### src/pwmc_pkg.sv
// Package with constants and types of the four-channel pulse-width core.
`default_nettype none
package pwmc_pkg;

   // ****************************************
   // Register map (byte addresses)
   // ****************************************
   localparam logic [7:0] OFS_ENABLE = 8'h00;
   localparam logic [7:0] OFS_POLARITY = 8'h04;
   localparam logic [7:0] OFS_CLK_CHOICE = 8'h08;
   localparam logic [7:0] OFS_ALIGN_MODE = 8'h0c;
   localparam logic [7:0] OFS_PAIR_JOIN = 8'h10;
   localparam logic [7:0] OFS_SHUTDOWN = 8'h14;
   localparam logic [7:0] OFS_CNT_BASE = 8'h20;
   localparam logic [7:0] OFS_PER_BASE = 8'h30;
   localparam logic [7:0] OFS_DTY_BASE = 8'h40;
   localparam logic [7:0] OFS_JCNT_LOWER = 8'h50;
   localparam logic [7:0] OFS_JCNT_UPPER = 8'h54;
   localparam logic [7:0] OFS_GROUP_MASK = 8'hf0;
   localparam int CH_IDX_LSB = 2;

   // ****************************************
   // Field positions and reset values
   // ****************************************
   localparam int JOIN_LOWER_BIT = 0;
   localparam int JOIN_UPPER_BIT = 1;
   localparam int SDN_IRQ_EN_BIT = 0;
   localparam int SDN_PIN_BIT = 1;
   localparam int NUM_CH = 4;
   localparam int NUM_PAIRS = 2;
   localparam logic [3:0] FF_RESET = 4'hf;
   localparam logic [15:0] CNT_ZERO = 16'h0000;
   localparam logic [15:0] CNT_ONE = 16'h0001;

   // ****************************************
   // Types
   // ****************************************
   typedef struct packed {
      logic psel;
      logic penable;
      logic pwrite;
      logic [7:0] paddr;
      logic [31:0] pwdata;
   } pwmc_apb_req_t;

   typedef struct packed {
      logic pready;
      logic pslverr;
      logic [31:0] prdata;
   } pwmc_apb_rsp_t;

   typedef struct packed {
      logic a;
      logic sa;
      logic b;
      logic sb;
   } pwmc_tick_t;

   typedef struct packed {
      logic [15:0] cnt;
      logic down;
      logic ff;
      logic load;
   } pwmc_step_t;

   typedef struct packed {
      logic [3:0][7:0] cnt;
      logic [3:0][7:0] per_act;
      logic [3:0][7:0] dty_act;
      logic [3:0][7:0] per_buf;
      logic [3:0][7:0] dty_buf;
      logic [3:0] down;
      logic [3:0] ff;
      logic [3:0] wave;
      logic [3:0] en;
      logic [3:0] pol;
      logic [3:0] clk_sel;
      logic [3:0] align;
      logic [3:0] eff_prev;
      logic [1:0] join_pair;
      logic sdn_irq_en;
      logic [1:0] sdn_sync;
      logic irq;
      logic [31:0] prdata;
   } pwmc_state_t;

   localparam pwmc_state_t STATE_RESET = '{ff: FF_RESET, default: '0};

endpackage : pwmc_pkg
`default_nettype wire

### src/pwmc_core.sv
// Four-channel pulse-width generator with pair joining and an APB slave.
//
// Overview of operation
// - Align select bit 0 gives left-aligned, 1 gives centre-aligned.
// - Left-aligned counter only counts upward.
// - Counter equal to duty toggles the output flip-flop in both modes.
// - Left-aligned period match clears counter, resets flip-flop, loads buffers.
// - Left-aligned count runs 0 to period minus one.
// - Centre-aligned counts up and down, forced upward at zero.
// - Centre-aligned period match turns direction downward, no clear.
// - Centre-aligned downward duty match toggles the output again.
// - Centre-aligned reaching zero downward turns upward and loads buffers.
// - Centre-aligned period spans twice the period value.
// - High fraction is duty/period for polarity 1, else the rest.
// - One join bit pairs channels 2 and 3, another 0 and 1.
// - In a pair the lower channel number holds the high byte.
// - Joined pair uses clock choice of its low-order channel.
// - Joined pair drives only low-order pin with low-order polarity.
// - Joined pair enabled by low-order bit; high-order output held off.
// - Any write to either byte of a joined counter clears it.
// - Joined pair alignment follows the low-order select bit.
// - Duty zero gives inactive level; duty at or above period active.
// - Period zero holds counter at zero and output at active level.
// - After reset counters count up, channels disabled, nothing counts.
// - Module interrupt disabled while shutdown interrupt enable is clear.
// - Counter write clears it, counts up, loads buffers, sets start level.
// - Period and duty writes buffered while enabled, direct while disabled.
// - Polarity 1 starts high and drops at duty; polarity 0 inverse.
// - Disabled counter holds its value and resumes on re-enable.
//
// Our own choices: the register offsets and the APB slave port.
`default_nettype none
module pwmc_core (
   // Clock and reset.
   input wire logic clk,
   input wire logic reset,
   // APB register port.
   input wire pwmc_pkg::pwmc_apb_req_t apb_req,
   output pwmc_pkg::pwmc_apb_rsp_t apb_rsp,
   // Prescaled clock ticks, one-cycle pulses from the same clock.
   input wire pwmc_pkg::pwmc_tick_t tick,
   // Shutdown input pin.
   input wire logic shutdown_pin,
   // Pins and interrupt.
   output logic [3:0] wave_output,
   output logic irq
);
   import pwmc_pkg::*;

   pwmc_state_t s_r;
   pwmc_state_t s_nxt;

   // ****************************************
   // Functions
   // ****************************************

   // One counting step on a selected clock tick.
   function automatic pwmc_step_t chan_step(input logic [15:0] cnt,
                                            input logic [15:0] per,
                                            input logic [15:0] dty,
                                            input logic down,
                                            input logic ff,
                                            input logic center);
      pwmc_step_t st;
      logic [15:0] nx;
      st.cnt = cnt;
      st.down = down;
      st.ff = ff;
      st.load = 1'b0;
      nx = CNT_ZERO;
      if (per == CNT_ZERO) begin
         st.cnt = CNT_ZERO;
         st.down = 1'b0;
      end else if (!center) begin
         nx = cnt + CNT_ONE;
         if (nx >= per) begin
            st.cnt = CNT_ZERO;
            st.ff = 1'b1;
            st.down = 1'b0;
            st.load = 1'b1;
         end else begin
            st.cnt = nx;
            if (nx == dty) begin
               st.ff = ~ff;
            end
         end
      end else begin
         if (down && cnt != CNT_ZERO) begin
            nx = cnt - CNT_ONE;
            st.cnt = nx;
            if (nx == dty) begin
               st.ff = ~ff;
            end
            if (nx == CNT_ZERO) begin
               st.down = 1'b0;
               st.ff = 1'b1;
               st.load = 1'b1;
            end
         end else begin
            nx = cnt + CNT_ONE;
            st.cnt = nx;
            st.down = 1'b0;
            if (nx == dty) begin
               st.ff = ~ff;
            end
            if (nx >= per) begin
               st.down = 1'b1;
            end
         end
      end
      return st;
   endfunction : chan_step

   // Pin level from active values, flip-flop and polarity.
   function automatic logic out_level(input logic [15:0] per,
                                      input logic [15:0] dty,
                                      input logic ff,
                                      input logic pol);
      logic lvl;
      if (per == CNT_ZERO) begin
         lvl = 1'b1;
      end else if (dty == CNT_ZERO) begin
         lvl = 1'b0;
      end else if (dty >= per) begin
         lvl = 1'b1;
      end else begin
         lvl = ff;
      end
      return pol ? lvl : ~lvl;
   endfunction : out_level

   // Selected tick of a channel of a given pair.
   function automatic logic tick_sel(input int pair,
                                     input logic sel,
                                     input pwmc_tick_t t);
      if (pair == 0) begin
         return sel ? t.sa : t.a;
      end
      return sel ? t.sb : t.b;
   endfunction : tick_sel

   // Address decode.
   function automatic logic is_mapped(input logic [7:0] a);
      logic [7:0] grp;
      grp = a & OFS_GROUP_MASK;
      return a == OFS_ENABLE || a == OFS_POLARITY ||
             a == OFS_CLK_CHOICE || a == OFS_ALIGN_MODE ||
             a == OFS_PAIR_JOIN || a == OFS_SHUTDOWN ||
             a == OFS_JCNT_LOWER || a == OFS_JCNT_UPPER ||
             ((grp == OFS_CNT_BASE || grp == OFS_PER_BASE ||
               grp == OFS_DTY_BASE) && a[1:0] == 2'b00);
   endfunction : is_mapped

   // Read data of a register.
   function automatic logic [31:0] rd_data(input logic [7:0] a,
                                           input pwmc_state_t s);
      logic [31:0] d;
      logic [1:0] c;
      d = 32'h0000_0000;
      c = a[CH_IDX_LSB +: 2];
      unique case (a & OFS_GROUP_MASK)
         OFS_CNT_BASE: d[7:0] = s.cnt[c];
         OFS_PER_BASE: d[7:0] = s.per_buf[c];
         OFS_DTY_BASE: d[7:0] = s.dty_buf[c];
         default: begin
            unique case (a)
               OFS_ENABLE: d[3:0] = s.en;
               OFS_POLARITY: d[3:0] = s.pol;
               OFS_CLK_CHOICE: d[3:0] = s.clk_sel;
               OFS_ALIGN_MODE: d[3:0] = s.align;
               OFS_PAIR_JOIN: d[1:0] = s.join_pair;
               OFS_SHUTDOWN: begin
                  d[SDN_IRQ_EN_BIT] = s.sdn_irq_en;
                  d[SDN_PIN_BIT] = s.sdn_sync[1];
               end
               OFS_JCNT_LOWER: d[15:0] = {s.cnt[0], s.cnt[1]};
               OFS_JCNT_UPPER: d[15:0] = {s.cnt[2], s.cnt[3]};
               default: d = 32'h0000_0000;
            endcase
         end
      endcase
      return d;
   endfunction : rd_data

   // ****************************************
   // Next state
   // ****************************************
   always_comb begin : next_state
      logic wr;
      logic [1:0] ch;
      logic [7:0] grp;
      logic [3:0] eff;
      logic [3:0] clr;
      logic [3:0] ld;
      pwmc_step_t st;
      int lo;
      int hi;
      wr = apb_req.psel & apb_req.penable & apb_req.pwrite;
      ch = apb_req.paddr[CH_IDX_LSB +: 2];
      grp = apb_req.paddr & OFS_GROUP_MASK;
      eff = '0;
      clr = '0;
      ld = '0;
      st = '0;
      lo = 0;
      hi = 0;
      s_nxt = s_r;

      // Counting engines.
      for (int p = 0; p < NUM_PAIRS; p++) begin
         hi = 2 * p;
         lo = 2 * p + 1;
         if (s_r.join_pair[p]) begin
            eff[hi] = s_r.en[lo];
            eff[lo] = s_r.en[lo];
            if (s_r.en[lo] && tick_sel(p, s_r.clk_sel[lo], tick)) begin
               st = chan_step({s_r.cnt[hi], s_r.cnt[lo]},
                              {s_r.per_act[hi], s_r.per_act[lo]},
                              {s_r.dty_act[hi], s_r.dty_act[lo]},
                              s_r.down[lo], s_r.ff[lo], s_r.align[lo]);
               s_nxt.cnt[hi] = st.cnt[15:8];
               s_nxt.cnt[lo] = st.cnt[7:0];
               s_nxt.down[lo] = st.down;
               s_nxt.ff[lo] = st.ff;
               ld[hi] = st.load;
               ld[lo] = st.load;
            end
         end else begin
            for (int k = 0; k < 2; k++) begin
               lo = 2 * p + k;
               eff[lo] = s_r.en[lo];
               if (s_r.en[lo] && tick_sel(p, s_r.clk_sel[lo], tick)) begin
                  st = chan_step({8'h00, s_r.cnt[lo]},
                                 {8'h00, s_r.per_act[lo]},
                                 {8'h00, s_r.dty_act[lo]},
                                 s_r.down[lo], s_r.ff[lo], s_r.align[lo]);
                  s_nxt.cnt[lo] = st.cnt[7:0];
                  s_nxt.down[lo] = st.down;
                  s_nxt.ff[lo] = st.ff;
                  ld[lo] = st.load;
               end
            end
         end
      end

      // Buffers load when a channel is switched off.
      for (int c = 0; c < NUM_CH; c++) begin
         s_nxt.eff_prev[c] = eff[c];
         if (s_r.eff_prev[c] && !eff[c]) begin
            ld[c] = 1'b1;
         end
      end

      // Register writes.
      if (wr) begin
         if (grp == OFS_CNT_BASE && apb_req.paddr[1:0] == 2'b00) begin
            if (s_r.join_pair[ch[1]]) begin
               clr[{ch[1], 1'b0}] = 1'b1;
               clr[{ch[1], 1'b1}] = 1'b1;
            end else begin
               clr[ch] = 1'b1;
            end
         end
         if (grp == OFS_PER_BASE && apb_req.paddr[1:0] == 2'b00) begin
            s_nxt.per_buf[ch] = apb_req.pwdata[7:0];
            if (!eff[ch]) begin
               s_nxt.per_act[ch] = apb_req.pwdata[7:0];
            end
         end
         if (grp == OFS_DTY_BASE && apb_req.paddr[1:0] == 2'b00) begin
            s_nxt.dty_buf[ch] = apb_req.pwdata[7:0];
            if (!eff[ch]) begin
               s_nxt.dty_act[ch] = apb_req.pwdata[7:0];
            end
         end
         unique case (apb_req.paddr)
            OFS_ENABLE: s_nxt.en = apb_req.pwdata[3:0];
            OFS_POLARITY: s_nxt.pol = apb_req.pwdata[3:0];
            OFS_CLK_CHOICE: s_nxt.clk_sel = apb_req.pwdata[3:0];
            OFS_ALIGN_MODE: s_nxt.align = apb_req.pwdata[3:0];
            OFS_PAIR_JOIN: s_nxt.join_pair = apb_req.pwdata[1:0];
            OFS_SHUTDOWN: s_nxt.sdn_irq_en = apb_req.pwdata[SDN_IRQ_EN_BIT];
            OFS_JCNT_LOWER: clr[1:0] = 2'b11;
            OFS_JCNT_UPPER: clr[3:2] = 2'b11;
            default: ;
         endcase
      end

      // Counter clear and buffer load.
      for (int c = 0; c < NUM_CH; c++) begin
         if (clr[c]) begin
            s_nxt.cnt[c] = 8'h00;
            s_nxt.down[c] = 1'b0;
            s_nxt.ff[c] = 1'b1;
         end
         if (clr[c] || ld[c]) begin
            s_nxt.per_act[c] = s_nxt.per_buf[c];
            s_nxt.dty_act[c] = s_nxt.dty_buf[c];
         end
      end

      // Pin levels from the next state.
      for (int p = 0; p < NUM_PAIRS; p++) begin
         hi = 2 * p;
         lo = 2 * p + 1;
         if (s_r.join_pair[p]) begin
            s_nxt.wave[hi] = 1'b0;
            s_nxt.wave[lo] = s_r.en[lo] &
               out_level({s_nxt.per_act[hi], s_nxt.per_act[lo]},
                         {s_nxt.dty_act[hi], s_nxt.dty_act[lo]},
                         s_nxt.ff[lo], s_r.pol[lo]);
         end else begin
            for (int k = 0; k < 2; k++) begin
               lo = 2 * p + k;
               s_nxt.wave[lo] = s_r.en[lo] &
                  out_level({8'h00, s_nxt.per_act[lo]},
                            {8'h00, s_nxt.dty_act[lo]},
                            s_nxt.ff[lo], s_r.pol[lo]);
            end
         end
      end

      // Shutdown pin synchroniser and gated interrupt.
      s_nxt.sdn_sync = {s_r.sdn_sync[0], shutdown_pin};
      s_nxt.irq = s_r.sdn_irq_en & s_r.sdn_sync[1];

      // Read data is captured in the setup phase; unmapped reads give zero.
      if (apb_req.psel && !apb_req.penable && !apb_req.pwrite) begin
         s_nxt.prdata = 32'h0000_0000;
         if (is_mapped(apb_req.paddr)) begin
            s_nxt.prdata = rd_data(apb_req.paddr, s_r);
         end
      end
   end

   // ****************************************
   // State register
   // ****************************************
   always_ff @(posedge clk or posedge reset) begin
      if (reset) begin
         s_r <= STATE_RESET;
      end else begin
         s_r <= s_nxt;
      end
   end

   // ****************************************
   // Outputs
   // ****************************************
   always_comb begin
      apb_rsp.pready = 1'b1;
      apb_rsp.pslverr = apb_req.psel & apb_req.penable &
                        ~is_mapped(apb_req.paddr);
      apb_rsp.prdata = s_r.prdata;
   end

   assign wave_output = s_r.wave;
   assign irq = s_r.irq;

endmodule : pwmc_core
`default_nettype wire

### config.mk
export PLATFORM = sky130hd
export DESIGN_NAME = pwmc_core
export DESIGN_NICKNAME = d
export VERILOG_FILES = /design/src/pwmc_pkg.sv /design/src/pwmc_core.sv
export SDC_FILE = /design/constraint.sdc
export NUM_CORES = 1
export LEC_CHECK = 0
export BUFFER_PORTS_ARGS = -buffer_cell sky130_fd_sc_hd__buf_2
export CAP_MARGIN = 40
export CORE_MARGIN = 2
export CORE_UTILIZATION = 42
export CTS_CLUSTER_SIZE = 10
export DETAILED_ROUTE_END_ITERATION = 7
export GPL_TIMING_DRIVEN = 0
export HOLD_SLACK_MARGIN = 0.05
export SLEW_MARGIN = 20
export SYNTH_ARGS = -nofsm -noshare
export SYNTH_HDL_FRONTEND = slang
export SYNTH_SLANG_ARGS = --single-unit
### constraint.sdc
create_clock -name clk -period 16.2 [get_ports clk]
set_clock_uncertainty 0.2 [all_clocks]
set_input_delay 4.86 -clock clk [delete_from_list [all_inputs] [get_ports clk]]
set_output_delay 4.86 -clock clk [all_outputs]
set_load 0.005 [all_outputs]
# After elaboration in Yosys (flattened, before gate mapping)
# Cells that the tools add are included.
[totals]
input_bits = 50
wordCells = 474
register_bits = 230
[classes]
addsub = 12
n_reduce_logical = 100
bitwise_logic = 22
eq_ne = 35
n_lt_le_gt_ge = 19
muxes = 250
[ops]
columns = ["operator", "n"]
rows = [
  ["$mux W8", 25],
  ["$logic_not A16 Y1", 12],
  ["$mux W32", 6],
  ["$bwmux W32", 4],
  ["$mux W128", 1],
  ["$mux W1", 124],
  ["$mux W16", 7],
  ["$mux W3", 36],
  ["$logic_not A8 Y1", 13],
  ["$eq A16 B16 Y1", 4],
  ["$eq A16 B8 Y1", 4],
  ["$ge A16 B16 Y1", 4],
  ["$bmux W8 S2", 3],
  ["$mux W11", 4],
  ["$mux W10", 4],
  ["$mux W19", 2],
  ["$add A8 B1 Y9 const B", 4],
  ["$eq A9 B8 Y1", 4],
  ["$ge A9 B8 Y1", 4],
  ["$mux W18", 2],
  ["$mux W9", 4],
  ["$sub A8 B1 Y9 const B", 4],
  ["$mux W17", 2],
  ["$add A16 B1 Y16 const B", 2],
  ["44 further kinds", 159],
]

# Logic depth before layout (Yosys ltp)
[logic_depth]
depth_word = 26
mapped_depth = 29
depth_no_buf = 27

# Least setup slack after synthesis
# OpenSTA, ideal clock, no wires.
[synth_path]
kind = "input to output"
from = "input port apb_req[35] (netlist bit)"
to = "output port apb_rsp[32] (netlist bit)"
path_buffers = 2
path_slack_ns = 5.243
required_ns = 11.140
path_stages = 6
t_arrival_ns = 5.897
path_cell_list = "clkbuf_1 clkbuf_1 nand2_1 o21ai_0 nor4_1 nor2_1"
[synth_rtl]
columns = ["item", "line", "rtl"]
rows = [
  ["start: declaration", "pwmc_core.sv:38", "input wire pwmc_pkg::pwmc_apb_req_t apb_req,"],
  ["end: declaration", "pwmc_core.sv:39", "output pwmc_pkg::pwmc_apb_rsp_t apb_rsp,"],
]

==> metrics.md <==
| Metric | Value |
|---|---|
| Outcome | `finished, final reports clean` |
| DP Area | `19990 um2` |
| RSZ-0062 raised after global routing | `no` |
| Setup crit end | `apb_rsp[32]` |
| Post-synth ARST share | `100.0%` |
| I/O Buffers | `41` |
| DIE HEIGHT | `215.4 um` |
| FP Rows | `77` |
| DIE AREA | `46380 um2` |
| Worst-skew pair later-pin latency | `0.59 ns` |
| YS warnings | `0` |
| Synthesized area per cell | `8.506 um2` |
| VDD IR max | `0.00008663 V` |
| Max clock buf depth | `3` |
| CTS tree | `done` |
| Clock Sinks | `214` |
| Pin count of the biggest net entering global routing | `78` |
| Antenna Nets Post-Route | `0` |
| Internal power | `0.001368 W` |
| Pre-Repair DR Iteration Count | `6` |
| Vias in the first global route | `16.90k` |
| Total power | `0.002395 W` |
| Final instance area | `20890 um2` |
| Static Leakage | `9.979 nW` |
| Most frequent cell after synthesis | `dfrtp_1` |
| First-pass GRT wire length | `108300 um` |
| Routed len/inst | `24.79 um` |
| Post-CTS Repair Setup Buffers | `0` |
| Area share of the largest cell type after synthesis | `28.01%` |
| Layout cells sized above 1 | `11.36%` |
| Final HPWL DP | `56600 um` |
| Met2 Use GR | `42.62%` |
| Post-Syn Area | `18760 um2` |
| Seq pwr share | `28.7%` |
| DRC violations left | `0` |
| R2R depth | `28` |
| Logic pwr share | `45.8%` |
| Max transition margin | `39.22%` |
| Worst r2r dst | `wave_output[1]` |
| RePlAce Congestion | `0.9875` |
| Synth unique cells | `87` |
| Reg clk slew, reported paths | `0.05 ns` |
| Post-synth EDFFs | `0` |
| Antenna violations before repair | `1` |
| GRT overflow | `0` |
| Critical setup path kind | `input port to primary output` |
| Root Buffer | `clkbuf_16` |
| Core area | `44120 um2` |
| H-tree Lvls | `1` |
| Final Hold Slack | `0.1589 ns` |
| Seq cells post-synth | `214` |
| Vias | `18.24k` |
| Drt first-iter violations | `2330` |
| FF-to-FF Start | `s_r[206]` |
| Primary FF master, synth | `dfrtp_1` |
| Fmax | `86.30 MHz` |
| Register-to-Register Setup Slack | `7.53 ns` |
| P per Cell Area | `114.7 nW/um2` |
| Hold_buf cts | `0` |
| Area delta synth->final | `11.30%` |
| All-layer global routing usage | `30.57%` |
| Worst slew pin tran | `0.8887 ns` |
| Cells after Synth | `2206` |
| Setup TNS | `0 ns` |
| Req. time, crit path | `11.14 ns` |
| Grt peak-use layer | `met1` |
| Max Fanout on Critical Path | `10` |
| Final clock period utilization by the worst path | `71.52%` |
| GR Util met1 | `46.52%` |
| Worst Setup SP | `apb_req[35]` |
| Critical Path AT | `6.53 ns` |
| Num CTS Buffers | `28` |
| Clock power share | `25.6%` |
| Leading area contributor after synthesis | `dfrtp_1` |
| FILL cells | `4418` |
| Starting Density | `42.53%` |
| Post-cts resize count | `0` |
| Setup violators final | `0` |
| Crit start category | `input port` |
| Met3 usage | `5.300%` |
| DP Worst Slack | `4.608 ns` |
| Fraction of the yosys area taken by sequential cells | `28.57%` |
| Tmin final | `11.59 ns` |
| HP Class | `register to register` |
| Num ports | `89` |
| Setup WS post-layout | `4.613 ns` |
| Vias per cell | `6.236` |
| Final nets | `2461` |
| Die width | `215.4 um` |
| Most frequent cells after synthesis | `dfrtp_1, nand2_1, nor2_1` |
| Psw | `0.001028 W` |
| Post-detailed-routing wire length | `72520 um` |
| Sw frac | `42.91%` |
| Max-Cap Viols | `0` |
| Crit end category | `primary output` |
| Max Slew Vio Count | `0` |
| Final hold violations | `0` |
| Synth top area cells | `dfrtp_1, mux2i_1, ha_1` |
## layer usage
layer  wire (um)  vias to the layer above  share of wire, %
met5           0                        -                 0
met4        3038                        0               4.2
met3        7681                      176                11
met2       28980                     1052                40
met1       32820                     8823                45
li1            -                     8190                 -
## power groups by stage
stage | registers, W | clock network [W] | logic, W
2_1_floorplan | 0.000650 | 0 | 0.000773
3_3_place_gp | 0.000689 | 0 | 0.00103
3_5_place_dp | 0.000690 | 0 | 0.00106
4_1_cts | 0.000681 | 0.000623 | 0.00106
5_1_grt | 0.000691 | 0.000643 | 0.00120
6_report | 0.000687 | 0.000612 | 0.00110
## cells in the final DEF (no fill, tap or decap), types with 49 or more instances in the layout
master | Yosys | routed
xnor2_1 | 85 | 85
a21oi_1 | 105 | 105
nand2_1 | 189 | 189
o21ai_0 | 132 | 132
ha_1 | 95 | 95
nor3_1 | 50 | 49
mux2i_1 | 139 | 139
clkbuf_1 | 109 | 118
inv_1 | 148 | 147
xor2_1 | 57 | 57
nor4_1 | 50 | 49
nand3_1 | 58 | 58
nor2_1 | 152 | 152
dfrtp_1 | 210 | 210
buf_2 | 16 | 63
## worst min path at each step
stage                     slack (ns)      start  cells past startpoint  endpoint
final                           0.16  s_nxt[34]                      0   s_r[34]
after detailed placement        0.15  s_nxt[34]                      0   s_r[34]
after global routing            0.18  s_nxt[34]                      0   s_r[34]
after floorplan                 0.13  s_nxt[34]                      0   s_r[34]
after global placement          0.14  s_nxt[34]                      0   s_r[34]
after CTS                       0.17  s_nxt[34]                      0   s_r[34]
## per-stage QoR
stage               utilization, %  std cells
floorplan                        -       2221
global placement             44.80       2854
CTS                          47.26       2921
finish                       47.33       2925
global route                 47.33       2924
detailed placement           45.30       2875
## critical path, cell delays in order
cell and delay, ns:
clkbuf_1 0.18, clkbuf_1 0.35, nand2_1 0.16, o21ai_0 0.08, nor4_1 0.65, nor2_1 0.08
buf_2 0.16
## sequential cells by signal, summed over array words and instances (netlist names)
register / flops
s_r: 192
wave_output: 4
irq: 1
apb_rsp: 16
s_nxt: 1
## kinds of logic (layout without fill, tap and decap cells)
family                     after synthesis  in the layout  synth area share [%]
buffers and inverters                  331            442                 7.468
muxes                                  210            210                 13.42
DFF                                    214            214                 28.57
and+or+nand+nor                        682            682                 18.41
adders and majority gates               95             95                 6.335
AOI/OAI and AO/OA                      527            527                 18.77
xor gates and xnor gates               145            145                 6.995
other                                    2             18               0.04002
## layout make-up
type                       count  area, um2  share of cell area [%]
clock buffer                  39      762.0                   3.648
inverter                     148      563.0                   2.696
sequential                   214       5360                   25.67
timing repair buffer          65      440.4                   2.109
clock inverter                 7      100.1                  0.4793
multi-input combinational   1676      12070                   57.79
tap                          592      740.7                   3.547
antenna                        1      2.502                 0.01198
buffer                       183      845.8                   4.050
No activity file was read; power rests on OpenSTA's default activity.
